## config.mk

```make
export PLATFORM = sky130hd
export DESIGN_NAME = dcp_ctrl
export DESIGN_NICKNAME = d
export VERILOG_FILES = /design/src/core/dcp_ctrl.v
export VERILOG_INCLUDE_DIRS = /design/src /design/src/core
export SDC_FILE = /design/constraint.sdc
export NUM_CORES = 1
export LEC_CHECK = 0
export ABC_AREA = 1
export BUFFER_PORTS_ARGS = -buffer_cell sky130_fd_sc_hd__buf_2
export CAP_MARGIN = 20
export CORE_AREA = 10 10 209 260
export CTS_CLUSTER_DIAMETER = 30
export DETAILED_ROUTE_END_ITERATION = 8
export DIE_AREA = 0 0 219 270
export PLACE_DENSITY_LB_ADDON = 0.15
export RECOVER_POWER = 25
export SLEW_MARGIN = 20
export SYNTH_ARGS = -nofsm -noshare
export SYNTH_HDL_FRONTEND = slang
export SYNTH_SLANG_ARGS = --single-unit
```

## constraint.sdc

```tcl
create_clock -name REF_CLK -period 23.4 [get_ports REF_CLK]
set_clock_uncertainty 0.2 [all_clocks]
set_input_delay 3.51 -clock REF_CLK [delete_from_list [all_inputs] [get_ports REF_CLK]]
set_output_delay 3.51 -clock REF_CLK [all_outputs]
set_load 0.01 [all_outputs]
```

## src/core/dcp_regs.vh

```
// timing constants and state codes for the dc output protector controller
`ifndef DCP_REGS_VH
`define DCP_REGS_VH
`define DCP_CLK_HZ 40000000
`define DCP_RST_MIN_MS 500
`define DCP_RST_CYC ((`DCP_CLK_HZ / 1000) * `DCP_RST_MIN_MS)
`define DCP_COOL_MS 500
`define DCP_COOL_CYC ((`DCP_CLK_HZ / 1000) * `DCP_COOL_MS)
`define DCP_SEQ_MAX_MS 5000
`define DCP_SEQ_CYC ((`DCP_CLK_HZ / 1000) * `DCP_SEQ_MAX_MS)
`define DCP_TRIP_MIN_MS 250
`define DCP_TRIP_CYC ((`DCP_CLK_HZ / 1000) * `DCP_TRIP_MIN_MS)
`define DCP_DEB_CYC 400000
`define DCP_TICK_CYC 4000000
`define DCP_CODE_OFF 3'h0
`define DCP_CODE_ON 3'h1
`define DCP_CODE_OC 3'h2
`define DCP_CODE_MAN 3'h3
`define DCP_CODE_TNR 3'h4
`define DCP_CODE_TR 3'h5
`define DCP_CODE_ERR 3'h6
`define DCP_CODE_NONE 3'h7
`endif

```

## src/core/dcp_ctrl.v

```verilog
// control state machine of a multi-channel dc output protector
`timescale 1ns/100ps
`default_nettype none
`include "dcp_regs.vh"
module dcp_ctrl #(
    parameter NCH = 4,
    parameter OV_EN = 1,
    parameter RST_CYC = `DCP_RST_CYC,
    parameter COOL_CYC = `DCP_COOL_CYC,
    parameter SEQ_CYC = `DCP_SEQ_CYC,
    parameter TRIP_CYC = `DCP_TRIP_CYC,
    parameter DEB_CYC = `DCP_DEB_CYC,
    parameter TICK_CYC = `DCP_TICK_CYC
) (
    input wire REF_CLK, // 40 MHz clock
    input wire NRST, // async active-low reset
    input wire [NCH-1:0] OC_WARN, // current above rated level
    input wire [NCH-1:0] OC_HARD, // heavy overload, trip at shortest time
    input wire [NCH-1:0] OUT_SETTLED, // channel output has settled after enable
    input wire [NCH-1:0] FUSE_BLOWN, // internal fuse blown
    input wire MEM_ERR, // state memory error
    input wire OV_DET, // supply above over-voltage limit
    input wire RESET_IN, // external reset level
    input wire [NCH-1:0] BUTTON, // raw push buttons, high pressed
    input wire MEM_VALID, // stored states present
    input wire [3*NCH-1:0] MEM_STATE, // stored state codes
    input wire INIT_DONE, // initialization complete
    output reg [NCH-1:0] SW_EN, // output switch enables
    output reg [NCH-1:0] LED_RED, // indicator red
    output reg [NCH-1:0] LED_GRN, // indicator green
    output reg [3*NCH-1:0] SAVE_STATE, // states to store on power loss
    output reg FAULT_RELAY_A // relay conducts when high
);
    localparam S_INIT = 8'h01;
    localparam S_WAIT = 8'h02;
    localparam S_ON = 8'h04;
    localparam S_OC = 8'h08;
    localparam S_MAN = 8'h10;
    localparam S_TNR = 8'h20;
    localparam S_TR = 8'h40;
    localparam S_ERR = 8'h80;

    reg rs1_r, rs2_r;
    always @(posedge REF_CLK or negedge NRST) begin
        if (!NRST) begin
            rs1_r <= 1'b0;
            rs2_r <= 1'b0;
        end else begin
            rs1_r <= 1'b1;
            rs2_r <= rs1_r;
        end
    end
    wire rst_n = rs2_r;

    // time base for the blink phases only; the reset, sequence, trip and debounce timers count clock cycles directly
    reg [31:0] tick_cnt_r;
    reg [2:0] blink_r;
    always @(posedge REF_CLK or negedge rst_n) begin
        if (!rst_n) begin
            tick_cnt_r <= 32'h0;
            blink_r <= 3'h0;
        end else if (tick_cnt_r >= TICK_CYC - 1) begin
            tick_cnt_r <= 32'h0;
            blink_r <= blink_r + 3'h1;
        end else begin
            tick_cnt_r <= tick_cnt_r + 32'h1;
        end
    end
    wire fast_ph = blink_r[0];
    wire slow_ph = blink_r[2];

    // reset-input width timer; one pulse per long-enough high level
    reg [31:0] rst_cnt_r;
    reg rst_fire_r;
    always @(posedge REF_CLK or negedge rst_n) begin
        if (!rst_n) begin
            rst_cnt_r <= 32'h0;
            rst_fire_r <= 1'b0;
        end else begin
            rst_fire_r <= 1'b0;
            if (!RESET_IN) begin
                rst_cnt_r <= 32'h0;
            end else if (rst_cnt_r < RST_CYC) begin
                rst_cnt_r <= rst_cnt_r + 32'h1;
                if (rst_cnt_r == RST_CYC - 1)
                    rst_fire_r <= 1'b1;
            end
        end
    end

    // start-up sequencer: one channel enabled at a time
    reg [NCH:0] seq_r;
    reg [31:0] seq_cnt_r;
    wire ov_act = (OV_EN != 0) && OV_DET;
    wire [NCH-1:0] go;
    always @(posedge REF_CLK or negedge rst_n) begin
        if (!rst_n) begin
            seq_r <= {(NCH+1){1'b0}};
            seq_cnt_r <= 32'h0;
        end else if (!INIT_DONE) begin
            seq_r <= {(NCH+1){1'b0}};
            seq_cnt_r <= 32'h0;
        end else if (seq_r[NCH:0] == {(NCH+1){1'b0}}) begin
            seq_r <= {{NCH{1'b0}}, 1'b1};
            seq_cnt_r <= 32'h0;
        end else if (!seq_r[NCH]) begin
            if ((|(seq_r[NCH-1:0] & OUT_SETTLED)) || seq_cnt_r >= SEQ_CYC - 1) begin
                seq_r <= {seq_r[NCH-1:0], 1'b0};
                seq_cnt_r <= 32'h0;
            end else begin
                seq_cnt_r <= seq_cnt_r + 32'h1;
            end
        end
    end
    assign go = seq_r[NCH-1:0];

    wire [NCH-1:0] relay_ok;
    genvar g;
    generate
        for (g = 0; g < NCH; g = g + 1) begin : ch
            reg [7:0] st_r, st_nxt;
            reg [31:0] cnt_r;
            reg [31:0] deb_r;
            reg btn_r, btn_d_r;
            wire press = btn_r && !btn_d_r;
            wire [2:0] stored = MEM_STATE[3*g+2:3*g];
            wire err = FUSE_BLOWN[g] || MEM_ERR;
            // debounce: level accepted only after DEB_CYC stable cycles
            always @(posedge REF_CLK or negedge rst_n) begin
                if (!rst_n) begin
                    deb_r <= 32'h0;
                    btn_r <= 1'b0;
                    btn_d_r <= 1'b0;
                end else begin
                    btn_d_r <= btn_r;
                    if (BUTTON[g] == btn_r)
                        deb_r <= 32'h0;
                    else if (deb_r >= DEB_CYC - 1) begin
                        btn_r <= BUTTON[g];
                        deb_r <= 32'h0;
                    end else
                        deb_r <= deb_r + 32'h1;
                end
            end
            // heavy overload trips at the short end of the window, others at the long end
            wire trip_due = OC_HARD[g] ? (cnt_r >= TRIP_CYC - 1) : (cnt_r >= SEQ_CYC - 1);
            always @* begin
                st_nxt = st_r;
                case (st_r)
                    S_INIT: begin
                        if (INIT_DONE) begin
                            st_nxt = S_WAIT;
                        end
                    end
                    S_WAIT: begin
                        // a channel waits for its turn in the start-up sequence
                        if (go[g] && !MEM_VALID) begin
                            st_nxt = S_ON;
                        end else if (go[g]) begin
                            case (stored)
                                `DCP_CODE_MAN: st_nxt = S_MAN;
                                `DCP_CODE_TNR: st_nxt = S_TNR;
                                `DCP_CODE_TR: st_nxt = S_TR;
                                default: st_nxt = S_ON;
                            endcase
                        end
                    end
                    S_ON: begin
                        if (press) begin
                            st_nxt = S_MAN;
                        end else if (OC_WARN[g]) begin
                            st_nxt = S_OC;
                        end
                    end
                    S_OC: begin
                        if (press) begin
                            st_nxt = S_MAN;
                        end else if (trip_due) begin
                            st_nxt = S_TNR;
                        end else if (!OC_WARN[g]) begin
                            st_nxt = S_ON;
                        end
                    end
                    S_MAN: begin
                        if (press) begin
                            st_nxt = S_ON;
                        end
                    end
                    S_TNR: begin
                        // button and reset are deliberately not looked at while cooling
                        if (cnt_r >= COOL_CYC - 1) begin
                            st_nxt = S_TR;
                        end
                    end
                    S_TR: begin
                        if (press) begin
                            st_nxt = S_MAN;
                        end else if (rst_fire_r) begin
                            st_nxt = S_ON;
                        end
                    end
                    S_ERR: begin
                        st_nxt = S_ERR;
                    end
                    default: begin
                        st_nxt = S_INIT;
                    end
                endcase
                if (err && st_r != S_INIT) begin
                    st_nxt = S_ERR;
                end
            end
            always @(posedge REF_CLK or negedge rst_n) begin
                if (!rst_n) begin
                    st_r <= S_INIT;
                    cnt_r <= 32'h0;
                end else if (!ov_act || st_r == S_INIT || st_r == S_WAIT
                             || st_nxt == S_ERR) begin
                    // over-voltage freezes state so recovery returns to it
                    st_r <= st_nxt;
                    cnt_r <= (st_nxt != st_r) ? 32'h0 : cnt_r + 32'h1;
                end
            end
            wire run = !ov_act;
            wire sw_nxt = run && (st_r == S_ON || st_r == S_OC);
            reg red, grn;
            always @* begin
                red = 1'b0;
                grn = 1'b0;
                if (st_r == S_ERR || (ov_act && st_r != S_INIT && st_r != S_WAIT)) begin
                    red = fast_ph;
                end else begin
                    case (st_r)
                        S_ON: grn = 1'b1;
                        S_OC: begin
                            red = 1'b1;
                            grn = 1'b1;
                        end
                        S_MAN: red = 1'b1;
                        S_TNR: red = slow_ph;
                        S_TR: begin
                            red = slow_ph;
                            grn = slow_ph;
                        end
                        default: begin
                            red = 1'b0;
                            grn = 1'b0;
                        end
                    endcase
                end
            end
            always @(posedge REF_CLK or negedge rst_n) begin
                if (!rst_n) begin
                    SW_EN[g] <= 1'b0;
                    LED_RED[g] <= 1'b0;
                    LED_GRN[g] <= 1'b0;
                    SAVE_STATE[3*g+2:3*g] <= `DCP_CODE_NONE;
                end else begin
                    SW_EN[g] <= sw_nxt;
                    LED_RED[g] <= red;
                    LED_GRN[g] <= grn;
                    case (st_r)
                        S_ON: SAVE_STATE[3*g+2:3*g] <= `DCP_CODE_ON;
                        S_OC: SAVE_STATE[3*g+2:3*g] <= `DCP_CODE_OC;
                        S_MAN: SAVE_STATE[3*g+2:3*g] <= `DCP_CODE_MAN;
                        S_TNR: SAVE_STATE[3*g+2:3*g] <= `DCP_CODE_TNR;
                        S_TR: SAVE_STATE[3*g+2:3*g] <= `DCP_CODE_TR;
                        S_ERR: SAVE_STATE[3*g+2:3*g] <= `DCP_CODE_ERR;
                        default: SAVE_STATE[3*g+2:3*g] <= SAVE_STATE[3*g+2:3*g];
                    endcase
                end
            end
            assign relay_ok[g] = run && (st_r == S_ON || st_r == S_OC);
        end
    endgenerate

    always @(posedge REF_CLK or negedge rst_n) begin
        if (!rst_n)
            FAULT_RELAY_A <= 1'b0;
        else
            FAULT_RELAY_A <= &relay_ok;
    end
endmodule // dcp_ctrl
`default_nettype wire

```

# Word-level counts from Yosys, hierarchy flattened
# Cells that the tools add are included.
[word_totals]
in_bits = 39
register_bits = 428
word_cells = 339
[op_classes]
n_reduce_logical = 79
muxes = 110
addsub = 12
order_cmp = 19
n_eq_ne = 68
bitwise_logic = 5
[op_table]
columns = ["op", "count"]
rows = [
  ["$mux 32", 19],
  ["$mux 8", 52],
  ["$add 32x1->32 const B", 11],
  ["$pmux 8 s8", 4],
  ["$ge 32x28->1 const B", 5],
  ["$ge 32x19->1 const B", 4],
  ["$ge 32x24->1 const B", 4],
  ["$ge 32x25->1 const B", 4],
  ["$pmux 7 s3", 4],
  ["$pmux 3 s6", 4],
  ["$eq 8x8->1 const B", 8],
  ["$eq 32x25->1 const B", 1],
  ["$eq 8x1->1 const B", 4],
  ["$eq 8x2->1 const B", 4],
  ["$eq 8x3->1 const B", 4],
  ["$eq 8x4->1 const B", 4],
  ["$eq 8x5->1 const B", 4],
  ["$eq 8x6->1 const B", 4],
  ["$eq 8x7->1 const B", 4],
  ["$ge 32x22->1 const B", 1],
  ["$lt 32x25->1 const B", 1],
  ["$ne 8x1->1 const B", 4],
  ["$ne 8x2->1 const B", 4],
  ["$ne 8x8->1", 4],
  ["21 further kinds", 131],
]

# Logic depth before layout (Yosys ltp)
[logic_depth]
depth_word = 8
ltp_mapped = 22
ltp_nobuf = 20

# Worst setup path before layout
# Ideal clock, no wire load.
[synth_path]
path_kind = "in2reg"
start = "input INIT_DONE"
end = "register seq_cnt_r[15]"
arrival_ns = 5.089
path_buffers = 1
setup_time_ns = 0.132
stages = 12
setup_slack_ns = 17.979
cell_sequence = "clkbuf_1 > nand2_1 > inv_2 > nor3_1 > inv_1 > nor2_1 > nand2_1 > nor2_1 > nand3_1 > nor4_1 > xor2_1 > nor2_1"
[synth_between]
elab_chain_len = 1
elab_cells_between_ends = 2
classes_between = "eq/ne: 1; mux: 1"
[synth_lines]
columns = ["element", "line_no", "text"]
rows = [
  ["start, declared", "dcp_ctrl.v:27", "input wire INIT_DONE,"],
  ["$ne 3x2->1 (no source line) or $mux 32 (tied branches)", "--", ""],
  ["end signal, assigned", "dcp_ctrl.v:111", "seq_cnt_r <= seq_cnt_r + 32'h1;"],
  ["end, declared", "dcp_ctrl.v:93", "reg [31:0] seq_cnt_r;"],
]
# Parallel ways exist; a longest one is shown, timed or not.
# A chain may end at the register's enable or synchronous reset.

==> impl_metrics.csv <==
group,metric,value,unit
min_path,hold_path_depth,0,
floorplanning,dieHeight,270,um
yosys,synthesis.yosys.warnings,0,
global_routing,grt_overflow,0,
min_path,min-delay-path-class,"flip-flop to flip-flop",
power_and_ir_drop,powerDensity,81.3,nW/um^2
setup_path,crit_fanout,83,
routing,num_vias,20768,
clock_network,cts_sinks,428,
outcome,violations,"max-capacitance violations, max-slew violations",
yosys,yosys_most_used_dff,"sky130_fd_sc_hd__dfrtp_1",
setup_path,critPathCaptureType,"async pin",
power_and_ir_drop,vdd_drop_max,63.8,uV
yosys,netlist-cell-type-count,60,
timing,rsz0062_at_grt,"no",
yosys,ys_seq_elements,428,
finish,design_area,28200,um^2
yosys,post_synth_xor_area_fraction,5.56,%
clock_network,post_cts_hold_buffer_count,0,
global_routing,grt_max_degree,84,
global_routing,grt_use_total,19.2,%
yosys,synth.mux.area_fraction,0,%
power_and_ir_drop,power.switching,562,uW
clock_network,ctsRootBufferMaster,"sky130_fd_sc_hd__clkbuf_16",
outcome,status,"complete, but fails checks",
power_and_ir_drop,switching_share_of_power,24.5,%
timing,fraction_of_the_cycle_the_final_worst_path_needs,27.0,%
timing,worst_pin_slew,4200,ps
clock_network,cts.htree.levels,3,
finish,area.growth.synth_to_final,18.7,%
yosys,async_reset_ff_share,100,%
power_and_ir_drop,internal-power,1730,uW
yosys,synthTopCellsByArea,"sky130_fd_sc_hd__dfrtp_1 (43%), sky130_fd_sc_hd__nand2_1 (11%), sky130_fd_sc_hd__nor2_1 (6.6%)",
routing,routed_wirelength,56.2,mm
clock_network,tritoncts,"yes",
clock_network,cts-buffers-inserted,95,
routing,drt-wirelength-per-cell,13.9,um
global_routing,grt_first_pass_wirelength,96.3,mm
setup_path,crit-reg2reg-launch,"rs2_r$_DFF_PN0_",
timing,final-hold-violation-count,0,
yosys,synth_simple_gate_area_share,31.0,%
placed_design,place_hpwl,39.9,mm
placed_design,port_buffers,63,
floorplanning,placementRows,91,
yosys,synth-compound-area-share,9.55,%
power_and_ir_drop,power.leakage,0.0130,uW
yosys,postSynthAreaPerCell,7.60,um^2
routing,drt_iter0_markers,1258,
timing,finalSetupViolCount,0,
placed_design,dpl-instance-area,24900,um^2
clock_network,ctsResizeCount,0,
setup_path,cp-startpoint,"rs2_r$_DFF_PN0_",
floorplanning,floorplan.initialDensity,48.4,%
power_and_ir_drop,clock_power_share,59.6,%
yosys,yosys.cell_count.top_type,"sky130_fd_sc_hd__nand2_1",
floorplanning,die_width,219,um
setup_path,required_worst_endpoint,23820,ps
yosys,synth-adder-area-share,0.631,%
floorplanning,fp.coreArea,49200,um^2
finish,nNetsFinal,3346,
routing,final_routed_drc_violation_total,0,
routing,antenna_left,0,
run,maxCapViolCount,4,
placed_design,gp_routability_congestion,0.913,
clock_network,clk_pin_slew,40,ps
yosys,synth_seq_area_share,45.1,%
power_and_ir_drop,share_comb_of_total_power,5.1,%
yosys,synth_top_cell_area_share,43.3,%
timing,slew_headroom,-180,%
power_and_ir_drop,sequentialPowerShare,35.3,%
global_routing,antenna_found_initial,3,
setup_path,path_class,"flip-flop to async pin",
setup_path,cp.arrival,6740,ps
routing,first_pass_detailed_route_iteration_total,5,
yosys,synth_common_cells,"sky130_fd_sc_hd__nand2_1 (688), sky130_fd_sc_hd__nor2_1 (418), sky130_fd_sc_hd__dfrtp_1 (412), sky130_fd_sc_hd__inv_1 (390), sky130_fd_sc_hd__nand3_1 (198)",
finish,share_of_layout_cells_above_drive_strength_1,11.7,%
yosys,synth_top_family_by_area,"simple AND/OR/NAND/NOR gates",
timing,max_freq,0.158,GHz
clock_network,clock_tree.buffer_depth,3,
yosys,synthCells,3129,
yosys,yosysTopAreaCell,"sky130_fd_sc_hd__dfrtp_1",
floorplanning,top_level_i_o_count,64,
clock_network,cts.repair_timing.setup_buffer_count,0,
floorplanning,die_area,59100,um^2
global_routing,first_global_vias,20664,
routing,detail_route.vias_per_cell,5.16,
timing,timing_max_transition_violations_final,284,
yosys,syn-cell-area,23800,um^2
setup_path,number_of_cells_traversed_by_the_worst_register_to_register_path,2,
timing,fin_crit,6320,ps
timing,holdWs,145,ps
min_path,worstHoldStart,"rs1_r$_DFF_PN0_",
yosys,synth_edf_count,0,
clock_network,clk_latency,650,ps
timing,finalSetupTns,0,ps
setup_path,cp-start-kind,"flip-flop",
layout by cell type (no fill, tap or decap), drive strengths merged, types with 7 or more instances in the layout:
cell        n
a21oi     197
a31oi      15
buf        70
bufinv     10
clkbuf    120
clkinv     27
clkinvlp   15
conb       63
dfrtp     412
dfstp      16
ha         12
inv       435
nand2     701
nand3     202
nand3b      7
nand4      83
nor2      442
nor3      138
nor3b      28
nor4       41
o211ai      9
o21ai     127
o22ai       7
or2         7
xnor2      26
xor2      125
cell families (layout without fill, tap and decap cells):
kind of cell / count (synthesis) / after routing
AOI/OAI and AO/OA: 386 / 386
and+or+nand+nor: 1658 / 1658
adders and majority gates: 12 / 12
other: 2 / 64
DFF: 428 / 428
xor gates and xnor gates: 151 / 151
buffers and inverters: 492 / 677
path summary, 6_finish.rpt:
path	to	slack, ps
worst max-delay path	ch[2].cnt_r[26]$_DFFE_PN0P_	17080
worst min-delay path	rs2_r$_DFF_PN0_	140
worst max register to register	ch[2].cnt_r[26]$_DFFE_PN0P_	17080
worst min register to register	rs2_r$_DFF_PN0_	140
max in group REF_CLK	ch[0].cnt_r[29]$_DFFE_PN0P_	17790
min in group asynchronous	ch[1].deb_r[0]$_DFF_PN0_	720
cell type report:
| cell class | instances | area [um^2] |
|---|---|---|
| diodes | 1 | 2.50 |
| clock buffers | 117 | 2620 |
| clock inverters | 60 | 763 |
| fillers | 4522 | 20900 |
| inverters | 427 | 1600 |
| multi-input cells | 2270 | 11300 |
| flip-flops and latches | 428 | 10700 |
| well taps | 651 | 815 |
| repair buffers | 73 | 379 |
power groups by stage:
stage                     Clock [uW]  Combinational, uW  Sequential (uW)
after detailed placement           0                119              820
after global placement             0                115              819
after global routing            1440                137              815
final                           1370                117              810
after CTS                       1400                119              810
after floorplan                    0               82.5              821
critical path, cell delays in order (launching register included):
cell                       delay [ps]
sky130_fd_sc_hd__dfrtp_1         1820
sky130_fd_sc_hd__clkbuf_1        3060
sky130_fd_sc_hd__buf_4           1110
flip-flops by register name, indices dropped and copies added (netlist names), 3 cells and up:
register,flops
LED_RED,4
seq_r,5
seq_cnt_r,32
tick_cnt_r,32
LED_GRN,4
SW_EN,4
ch.deb_r,128
SAVE_STATE,12
ch.btn_d_r,4
blink_r,3
ch.cnt_r,128
ch.st_r,32
rst_cnt_r,32
ch.btn_r,4
layer usage:
metal	part of all wire (%)	track usage [%]
met2	49	32.6
met5	0.055	0
met4	2.7	7.65
met1	43	23.2
met3	5.5	4.19
through the flow:
stage	worst slack, ps	utilization [%]	power [uW]	cells
6_report	17080	57.4	2300	4027
3_3_place_gp	17200	50.6	935	3849
5_1_grt	15770	57.4	2390	4026
4_1_cts	17820	57.5	2330	4026
3_5_place_dp	17130	50.6	939	3849
2_1_floorplan	10420	-	903	3190
Note: power is estimated with default switching activity, not from simulation.
